$ cat src/logic/sst_pkg.sv
package sst_pkg;
    // Register indices; byte address is four times the index
    localparam logic [7:0] IDX_FRAME_CTRL = 8'h15;
    localparam logic [7:0] IDX_ENABLE = 8'h16;
    localparam logic [7:0] IDX_STATUS = 8'h17;
    localparam logic [7:0] IDX_DATA = 8'h18;
    localparam logic [7:0] FRAME_CTRL_RST = 8'h00;
    // Frame control fields
    localparam int RX8_BIT = 7;
    localparam int TX8_BIT = 6;
    localparam int CLK_PIN_SELECT_BIT = 5;
    localparam int WLEN_BIT = 4;
    localparam int WAKE_BIT = 3;
    localparam int CLK_IDLE_LEVEL_BIT = 2;
    localparam int CLK_PHASE_SEL_BIT = 1;
    localparam int FINAL_BIT_CLK_EN_BIT = 0;
    // Enable control and status fields
    localparam int TXEN_BIT = 3;
    localparam int SLEEP_BIT = 1;
    localparam int ST_EMPTY_BIT = 7;
    localparam int ST_IDLE_BIT = 6;
    localparam int ST_FULL_BIT = 5;
    // Bit timing in sample ticks and frame counts
    localparam logic [3:0] TICK_LAST = 4'hf;
    localparam logic [3:0] TICK_MID = 4'h7;
    localparam logic [3:0] TICK_HALF = 4'h8;
    localparam logic [3:0] DATA_BITS_8 = 4'h8;
    localparam logic [3:0] DATA_BITS_9 = 4'h9;
    localparam logic [3:0] PRE_BITS_8 = 4'ha;
    localparam logic [3:0] PRE_BITS_9 = 4'hb;
    typedef enum logic [2:0] {
        TX_IDLE, TX_PRE, TX_START, TX_DATA, TX_STOP
    } sst_tx_t;
    typedef enum logic [1:0] {
        RX_IDLE, RX_START, RX_DATA, RX_STOP
    } sst_rx_t;
endpackage

$ cat src/logic/sst_top.sv
`timescale 1ns/1ps
module sst_top
    import sst_pkg::*;
(
    // Clock and reset
    input wire logic SYS_CLK_I,
    input wire logic RESETN_I,
    // Avalon-MM slave
    input wire logic [7:0] AVS_ADDRESS_I,
    input wire logic [3:0] AVS_BYTEENABLE_I,
    input wire logic AVS_READ_I,
    input wire logic AVS_WRITE_I,
    input wire logic [31:0] AVS_WRITEDATA_I,
    output logic [31:0] AVS_READDATA_O,
    output logic AVS_WAITREQUEST_O,
    // Sample clock and serial pins
    input wire logic RT_CLK_I,
    input wire logic RXD_I,
    output logic TXD_O,
    output logic TXD_OE_O,
    output logic SCK_O,
    output logic SCK_OE_O
);
    typedef struct packed {
        logic [1:0] rt_sync;
        logic rt_prev;
        logic [1:0] rxd_sync;
        logic ack;
        logic [7:0] rdata;
        logic [7:0] ctrl;
        logic tx_en;
        logic tx_en_prev;
        logic pre_pend;
        logic sleep;
        logic [7:0] thr;
        logic thr_full;
        sst_tx_t tst;
        logic [3:0] tph;
        logic [3:0] tbit;
        logic [8:0] tsh;
        logic tdo;
        logic sck;
        sst_rx_t rst;
        logic [3:0] rph;
        logic [3:0] rbit;
        logic [8:0] rsh;
        logic [3:0] ones;
        logic [7:0] rhr;
        logic rx_full;
    } sst_state_t;

    sst_state_t state_reg;
    sst_state_t state_next;

    function automatic logic [7:0] reg_index(input logic [7:0] a);
        reg_index = (a[1:0] == 2'b00) ? {2'b00, a[7:2]} : 8'hff;
    endfunction

    logic tick;
    logic rxd;
    logic tbnd;
    logic wlen;
    logic [3:0] ndat;
    logic [3:0] npre;
    logic clocked;
    logic half;
    logic [7:0] idx;
    logic tx_active;

    assign tick = state_reg.rt_sync[1] & ~state_reg.rt_prev;
    assign rxd = state_reg.rxd_sync[1];
    assign tbnd = tick && (state_reg.tph == TICK_LAST);
    assign wlen = state_reg.ctrl[WLEN_BIT];
    assign ndat = wlen ? DATA_BITS_9 : DATA_BITS_8;
    assign npre = wlen ? PRE_BITS_9 : PRE_BITS_8;
    assign idx = reg_index(AVS_ADDRESS_I);
    assign tx_active = state_reg.tx_en || (state_reg.tst != TX_IDLE);

    // Last data bit gets a pulse only with final_bit_clk_en set
    assign clocked = (state_reg.tst == TX_DATA) &&
        ((state_reg.tbit != ndat - 4'h1) ||
         state_reg.ctrl[FINAL_BIT_CLK_EN_BIT]);
    assign half = state_reg.ctrl[CLK_PHASE_SEL_BIT] ?
        (state_reg.tph < TICK_HALF) :
        (state_reg.tph >= TICK_HALF);

    always_comb begin
        state_next = state_reg;
        state_next.rt_sync = {state_reg.rt_sync[0], RT_CLK_I};
        state_next.rt_prev = state_reg.rt_sync[1];
        state_next.rxd_sync = {state_reg.rxd_sync[0], RXD_I};
        state_next.tx_en_prev = state_reg.tx_en;

        // Bus: answer one cycle after the request is seen
        state_next.ack = (AVS_READ_I || AVS_WRITE_I) && !state_reg.ack;
        if (AVS_READ_I && !state_reg.ack) begin
            case (idx)
                IDX_FRAME_CTRL: state_next.rdata = state_reg.ctrl;
                IDX_ENABLE: state_next.rdata =
                    8'({state_reg.tx_en, 2'b00, state_reg.sleep, 1'b0});
                IDX_STATUS: state_next.rdata = 8'({!state_reg.thr_full,
                    !tx_active, state_reg.rx_full, 5'h00});
                IDX_DATA: state_next.rdata = state_reg.rhr;
                default: state_next.rdata = 8'h00;
            endcase
        end
        if (AVS_READ_I && state_reg.ack && idx == IDX_DATA) begin
            state_next.rx_full = 1'b0;
        end
        if (AVS_WRITE_I && state_reg.ack && AVS_BYTEENABLE_I[0]) begin
            case (idx)
                IDX_FRAME_CTRL: state_next.ctrl[6:0] = AVS_WRITEDATA_I[6:0];
                IDX_ENABLE: begin
                    state_next.tx_en = AVS_WRITEDATA_I[TXEN_BIT];
                    if (AVS_WRITEDATA_I[SLEEP_BIT]) begin
                        state_next.sleep = 1'b1;
                    end
                end
                IDX_DATA: begin
                    state_next.thr = AVS_WRITEDATA_I[7:0];
                    state_next.thr_full = 1'b1;
                end
                default: state_next.thr = state_reg.thr;
            endcase
        end

        // Preamble request on a rising enable
        if (state_reg.tx_en && !state_reg.tx_en_prev) begin
            state_next.pre_pend = 1'b1;
        end

        // Transmitter: bit time of sixteen sample ticks
        if (tick) begin
            state_next.tph = state_reg.tph + 4'h1;
        end
        if (tbnd) begin
            case (state_reg.tst)
                TX_IDLE: begin
                    state_next.tdo = 1'b1;
                    if (state_reg.pre_pend) begin
                        state_next.pre_pend = 1'b0;
                        state_next.tst = TX_PRE;
                        state_next.tbit = 4'h0;
                    end else if (state_reg.tx_en &&
                                 state_reg.thr_full) begin
                        state_next.tsh = {state_reg.ctrl[TX8_BIT],
                            state_reg.thr};
                        state_next.thr_full = state_reg.ack && AVS_WRITE_I &&
                            AVS_BYTEENABLE_I[0] && idx == IDX_DATA;
                        state_next.tst = TX_START;
                        state_next.tdo = 1'b0;
                    end
                end
                TX_PRE: begin
                    state_next.tbit = state_reg.tbit + 4'h1;
                    if (state_reg.tbit == npre - 4'h1) begin
                        state_next.tst = TX_IDLE;
                    end
                end
                TX_START: begin
                    state_next.tst = TX_DATA;
                    state_next.tbit = 4'h0;
                    state_next.tdo = state_reg.tsh[0];
                end
                TX_DATA: begin
                    if (state_reg.tbit == ndat - 4'h1) begin
                        state_next.tst = TX_STOP;
                        state_next.tdo = 1'b1;
                    end else begin
                        state_next.tbit = state_reg.tbit + 4'h1;
                        state_next.tsh = {1'b0, state_reg.tsh[8:1]};
                        state_next.tdo = state_reg.tsh[1];
                    end
                end
                TX_STOP: begin
                    state_next.tst = TX_IDLE;
                end
                default: state_next.tst = TX_IDLE;
            endcase
        end
        // Clock rests at clk_idle_level, toggles half a bit per clocked data bit
        state_next.sck = state_reg.ctrl[CLK_IDLE_LEVEL_BIT] ^
            (clocked && half);

        // Receiver: own timing from start edge, uses word length and wake options
        if (tick) begin
            state_next.rph = state_reg.rph + 4'h1;
            case (state_reg.rst)
                RX_IDLE: begin
                    if (!rxd) begin
                        state_next.rst = RX_START;
                        state_next.rph = 4'h0;
                        state_next.ones = 4'h0;
                    end else if (state_reg.rph == TICK_LAST &&
                                 state_reg.ones != npre) begin
                        state_next.ones = state_reg.ones + 4'h1;
                        if (state_reg.ones == npre - 4'h1 &&
                            state_reg.sleep &&
                            !state_reg.ctrl[WAKE_BIT]) begin
                            state_next.sleep = 1'b0;
                        end
                    end
                end
                RX_START: begin
                    if (state_reg.rph == TICK_MID && rxd) begin
                        state_next.rst = RX_IDLE;
                    end else if (state_reg.rph == TICK_LAST) begin
                        state_next.rst = RX_DATA;
                        state_next.rbit = 4'h0;
                    end
                end
                RX_DATA: begin
                    if (state_reg.rph == TICK_MID) begin
                        state_next.rsh = {rxd, state_reg.rsh[8:1]};
                    end
                    if (state_reg.rph == TICK_LAST) begin
                        state_next.rbit = state_reg.rbit + 4'h1;
                        if (state_reg.rbit == ndat - 4'h1) begin
                            state_next.rst = RX_STOP;
                        end
                    end
                end
                RX_STOP: begin
                    if (state_reg.rph == TICK_MID) begin
                        state_next.rst = RX_IDLE;
                        state_next.rph = 4'h0;
                        // MSB of the word sits in rsh[8] in both modes
                        if (!state_reg.sleep || (state_reg.ctrl[WAKE_BIT]
                            && state_reg.rsh[8])) begin
                            state_next.sleep = 1'b0;
                            state_next.rx_full = 1'b1;
                            state_next.rhr = wlen ? state_reg.rsh[7:0] :
                                state_reg.rsh[8:1];
                            state_next.ctrl[RX8_BIT] =
                                state_reg.rsh[8];
                        end
                    end
                end
                default: state_next.rst = RX_IDLE;
            endcase
        end
    end

    always_ff @(posedge SYS_CLK_I or negedge RESETN_I) begin
        if (!RESETN_I) begin
            state_reg <= '0;
            state_reg.ctrl <= FRAME_CTRL_RST;
            state_reg.rsh <= 9'h1ff;
            state_reg.tdo <= 1'b1;
            state_reg.rxd_sync <= 2'b11;
            state_reg.tst <= TX_IDLE;
            state_reg.rst <= RX_IDLE;
        end else begin
            state_reg <= state_next;
        end
    end

    assign AVS_WAITREQUEST_O = (AVS_READ_I || AVS_WRITE_I) &&
        !state_reg.ack;
    assign AVS_READDATA_O = {24'h000000, state_reg.rdata};
    assign TXD_O = state_reg.tdo;
    assign TXD_OE_O = tx_active;
    assign SCK_O = state_reg.sck;
    assign SCK_OE_O = state_reg.ctrl[CLK_PIN_SELECT_BIT] && tx_active;
endmodule

$ cat config.mk
export PLATFORM = sky130hd
export DESIGN_NAME = sst_top
export DESIGN_NICKNAME = d
export VERILOG_FILES = /design/src/logic/sst_pkg.sv /design/src/logic/sst_top.sv
export SDC_FILE = /design/constraint.sdc
export NUM_CORES = 1
export LEC_CHECK = 0
export ABC_AREA = 1
export BUFFER_PORTS_ARGS = -buffer_cell sky130_fd_sc_hd__buf_2
export CAP_MARGIN = 10
export CORE_MARGIN = 2
export CORE_UTILIZATION = 55
export DETAILED_ROUTE_END_ITERATION = 6
export HOLD_SLACK_MARGIN = 0.03
export PLACE_DENSITY = 0.8
export SLEW_MARGIN = 10
export SYNTH_ARGS = -nofsm -noshare
export SYNTH_HDL_FRONTEND = slang
export SYNTH_SLANG_ARGS = --single-unit
$ cat constraint.sdc
create_clock -name SYS_CLK_I -period 1.7 [get_ports SYS_CLK_I]
set_input_delay 0.085 -clock SYS_CLK_I [delete_from_list [all_inputs] [get_ports SYS_CLK_I]]
set_output_delay 0.085 -clock SYS_CLK_I [all_outputs]
set_load 0.01 [all_outputs]
# ---- After elaboration in Yosys (flattened, before gate mapping)
# Index checks and enable logic that the tools add are counted.
dict set report word_totals {
  register_bits 89
  output_inout_bits 37
  inputBits 50
  wordCells 177
}
dict set report op_classes {
  order_cmp 2
  bitwise 3
  n_addsub 7
  n_eq_ne 34
  muxes 57
  n_reduce_logical 48
}
# op n
set op_table {}
lappend op_table {{8-bit by 5-bit equality test with 1-bit output (second input constant)} 4}
lappend op_table {{4-bit two-way mux} 8}
lappend op_table {{8-bit one-hot mux with 4 select lines} 1}
lappend op_table {{10-bit two-way mux} 3}
lappend op_table {{1-bit two-way mux} 24}
lappend op_table {{8-bit two-way mux} 3}
lappend op_table {{2-bit inequality test (second input constant)} 11}
lappend op_table {{4-bit by 1-bit adder with 4-bit output (second input constant)} 5}
lappend op_table {{1-bit logical AND} 18}
lappend op_table {{9-bit one-hot mux with 2 select lines} 1}
lappend op_table {{4-bit equality test} 4}
lappend op_table {{4-bit one-hot mux with 2 select lines} 2}
lappend op_table {{4-bit one-hot mux with 4 select lines} 1}
lappend op_table {{13-bit two-way mux} 1}
lappend op_table {{6-bit two-way mux} 2}
lappend op_table {{3-bit one-hot mux with 4 select lines} 1}
lappend op_table {{4-bit AND reduction} 3}
lappend op_table {{5-bit AND reduction} 2}
lappend op_table {{3-bit two-way mux} 3}
lappend op_table {{4-bit equality test (second input constant)} 2}
lappend op_table {{2-bit two-way mux} 4}
lappend op_table {{4-bit inequality test} 2}
lappend op_table {{2-bit one-hot mux with 4 select lines} 1}
lappend op_table {{2-bit AND reduction} 4}
lappend op_table {{other kinds (24)} 41}

# ---- Longest topological paths before layout
dict set report logic_depth {
  ltp_word 10
  mapped_depth 10
}

# ---- Worst setup path before layout
# OpenSTA, ideal clock, no wires.
dict set report synth_timing {
  path_type {register to register}
  startpoint {register state_reg[30] (netlist name)}
  endpoint {register state_reg[22] (netlist name)}
  synth_period_minus_slack_ps 1534
  setup_time_ps 129
  t_required_ps 1571
  path_buffers 1
  slack_ps 166
  arrival_ps 1405
  stages_incl_launch_ff 9
  cell_sequence {dfrtp_1 -> inv_1 -> ha_1 -> clkbuf_1 -> inv_1 -> o21ai_0 -> nand3_1 -> nand2_1 -> o21ai_0}
}
dict set report synth_via {
  elab_chain_cells 3
}
# item line
set synth_rtl {}
lappend synth_rtl {{start, declared} sst_top.sv:52} ;# sst_state_t state_reg;
lappend synth_rtl {{start signal, assigned} sst_top.sv:254} ;# state_reg <= state_next;
lappend synth_rtl {{2-bit by 1-bit equality test with 1-bit output or 2-bit equality test (tied branches)} sst_top.sv:188} ;# case (state_reg.rst)
lappend synth_rtl {{2-bit inequality test (no source line) or 2-bit nonzero test (tied branches)} -}
lappend synth_rtl {{5-bit AND reduction (no source line)} -}
# Several ways; a longest one is shown, not always the timed one.
# A chain may end at the register's enable or synchronous reset.

# ---- Worst setup path after layout
dict set report layout_timing {
  startpoint {register state_reg[51] (netlist name)}
  endpoint {output SCK_OE_O}
}
dict set report layout_via {
  elab_chain_cells 3
}
# item line
set layout_rtl {}
lappend layout_rtl {{3-bit nonzero test} sst_top.sv:77} ;# assign tx_active = state_reg.tx_en || (state_reg.tst != TX_IDLE);
lappend layout_rtl {{1-bit logical OR} sst_top.sv:77}
lappend layout_rtl {{1-bit logical AND} sst_top.sv:264} ;# assign SCK_OE_O = state_reg.ctrl[CLK_PIN_SELECT_BIT] && tx_active;
lappend layout_rtl {{end, declared} sst_top.sv:22} ;# output logic SCK_OE_O
# No other way between the ends.

==> results.py <==
metrics = {
    "sta": {
        "maxSlewViolCount": 0,
        "setup_violations": 0,
        "clock_skew_ns": 0.00817,
        "finalCritPeriodShare_pct": 95.6,
        "period_needed_ns": 1.63,
        "setup_tns_ns": 0,
        "hold_slack_ns": 0.185,
        "clock.fmax_ghz": 0.615,
        "rsz0062_at_grt": "no",
        "final-hold-violation-count": 0,
    },
    "run_status": {
        "status": "finished clean",
    },
    "routing": {
        "vias": 4152,
        "drc": 0,
        "wl_met1_um": 4570,
        "wl_um": 10400,
        "dr.max_layer_used": "met4",
        "drtIter0Drc": 272,
        "antenna_left": 0,
        "wl_met2_um": 5320,
        "wl_met3_um": 397,
        "wl_per_cell_um": 13.0,
        "drt-pass1-iter-count": 4,
        "vias_per_cell": 5.16,
    },
    "yosys": {
        "yosys-top-cells-area": "dfrtp_1 39%, nand2_1 17%, dfstp_2 6.4%",
        "syn_inst": 636,
        "yosys.area.top_type": "dfrtp_1",
        "synth_seq_area_share_pct": 45.8,
        "synth.distinct_cells": 35,
        "syn_area_mm2": 0.00489,
        "syn_area_per_cell_um2": 7.69,
        "synth_top_area_share_pct": 39.4,
        "yosys_warnings": 0,
        "ys_ff_latch": 89,
    },
    "placed_design": {
        "dpl_cell_area_mm2": 0.00512,
        "gp_congestion": 0.871,
        "port-buffer-count": 35,
        "dp_hpwl_um": 7690,
    },
    "setup_path": {
        "crit_fanout": 5,
        "crit_arrival_ns": 1.54,
        "critical_path_class": "reg -> out",
        "startpoint_type": "flop",
        "worstPathRequired_ns": 1.62,
        "end_kind": "output port",
    },
    "power_and_ir_drop": {
        "ir_drop_mv": 0.730,
        "powerDensity_mw_per_mm2": 879,
        "leakagePower_nw": 2.82,
    },
    "final_layout": {
        "multi_input_area_mm2": 0.00224,
        "design_area_mm2": 0.00550,
        "fin_nets": 752,
        "final_util_pct": 63.3,
        "largest_reg_flops": 73,
        "nFillCells": 732,
        "layout-drive-gt1-share_pct": 16.5,
        "regArea_mm2": 0.00224,
        "antenna_cells": 0,
        "area_growth_pct": 12.4,
    },
    "die": {
        "die_h_um": 98.3,
        "num_rows": 34,
        "pin_count": 87,
        "core-area_mm2": 0.00868,
        "die_area_mm2": 0.00966,
        "die_w_um": 98.3,
        "initial_core_util_pct": 56.4,
    },
    "clock_tree": {
        "cts_buffers": 9,
        "cts_tree": "done",
        "clockBufferDepth": 2,
        "root_buffer": "clkbuf_8",
        "clk_latency_ns": 0.36,
        "path_clk_slew_ns": 0.09,
        "htreeDepth": 3,
        "cts_setup_buffers": 0,
        "cts_sinks": 89,
    },
    "global_route": {
        "first_global_vias": 4050,
        "antenna_found_initial": 0,
        "grt_pass1_wl_um": 17800,
        "grt_use_total_pct": 22.5,
        "grt_max_degree": 39,
        "grt.overflow.total": 0,
    },
    "worst_hold_path": {
        "hp-class": "in -> reg",
    },
    "job": {
        "maxCapViolCount": 0,
    },
}
-- per-layer routing --
metal  up-vias  track usage, %
li1       2073               -
met1      1972            28.5
met2        93            39.4
met3        14            3.08
met4         0            8.01
met5         -               0
-- worst max-delay path: stages, from the launching register on --
cell	delay [ns]
dfrtp_2	0.46
inv_1	0.10
nand3_1	0.17
nor2_2	0.16
inv_1	0.07
nand2_1	0.06
inv_1	0.03
buf_2	0.12
-- cell type report --
class	count	share of cell area [%]
Inverter	56	3.92
Clock inverter	5	1.00
Sequential cell	89	40.8
Clock buffer	11	2.57
Multi-Input combinational cell	469	40.8
Tap cell	108	2.46
Timing Repair Buffer	66	8.35
Timing Repair inverter	1	0.0911
-- worst paths after layout --
path,end,slack [ns],start,cells after the start
hold reg to reg,state_next[86],0.36,state_next[88],0
max in group asynchronous,state_reg[57],0.88,RESETN_I,3
setup / recovery,SCK_OE_O,0.07,state_reg[51],7
hold / removal,state_reg[68],0.18,AVS_BYTEENABLE_I[0],4
min in group asynchronous,state_reg[38],0.19,RESETN_I,2
setup reg to reg,state_reg[43],0.15,state_reg[47],8
-- Yosys cell counts (all sizes together) --
cell / number
conb: 1
nand4: 7
clkbuf: 3
dfstp: 12
nand2: 225
nor2: 56
o21ai: 38
a21oi: 13
ha: 10
nor3: 4
or2: 1
xnor2: 4
nand3b: 6
dfrtp: 77
buf: 42
a31oi: 9
a21boi: 1
xor2: 7
inv: 54
nand3: 63
a22oi: 1
clkinv: 2
-- power breakdown --
group	internal, mW	switching, mW	leakage (nW)	total [mW]
logic	0.349	0.550	1.59	0.900
clock network	0.715	0.758	0.0953	1.47
registers	2.29	0.163	1.13	2.46
total	3.36	1.47	2.82	4.83
-- layout by cell type, fill, tap and decap left out, types with 3 or more instances in the layout --
| cell | count |
|---|---|
| buf_4 | 17 |
| nor2_2 | 9 |
| conb_1 | 24 |
| nor2_1 | 45 |
| xor2_1 | 7 |
| dfstp_2 | 12 |
| dfrtp_1 | 75 |
| inv_1 | 48 |
| buf_2 | 34 |
| clkinv_2 | 3 |
| xnor2_1 | 4 |
| a31oi_1 | 9 |
| ha_1 | 10 |
| dlygate4sd3_1 | 13 |
| nand4_1 | 7 |
| o21ai_1 | 13 |
| inv_2 | 5 |
| o21ai_0 | 25 |
| nand3b_1 | 6 |
| a21oi_1 | 10 |
| nand2_4 | 3 |
| clkbuf_8 | 10 |
| nand2_1 | 219 |
| nand3_1 | 61 |
| nand2_2 | 3 |
-- what timing repair did --
action                                 CTS  global route
endpoints found under the hold margin   49             1
gates resized for setup                  0            13
hold buffers                            13             1
setup endpoints to repair                0            29
-- metrics by stage --
step                setup WS (ns)  instances  power, mW
floorplan                   0.166        659       3.10
global placement            0.136        775       3.31
detailed placement         0.0808        775       3.36
CTS                        0.0284        804       4.84
global route              0.00493        805       5.12
finish                     0.0742        805       4.83
-- cell families after synthesis --
kind of cell	synth area share, %
DFF	45.8
xor gates and xnor gates	1.97
AOI/OAI and AO/OA	7.06
buffers and inverters	10.7
and+or+nand+nor	31.8
adders and majority gates	2.56
other	0.0767
Power figures use the tool's default switching activity.
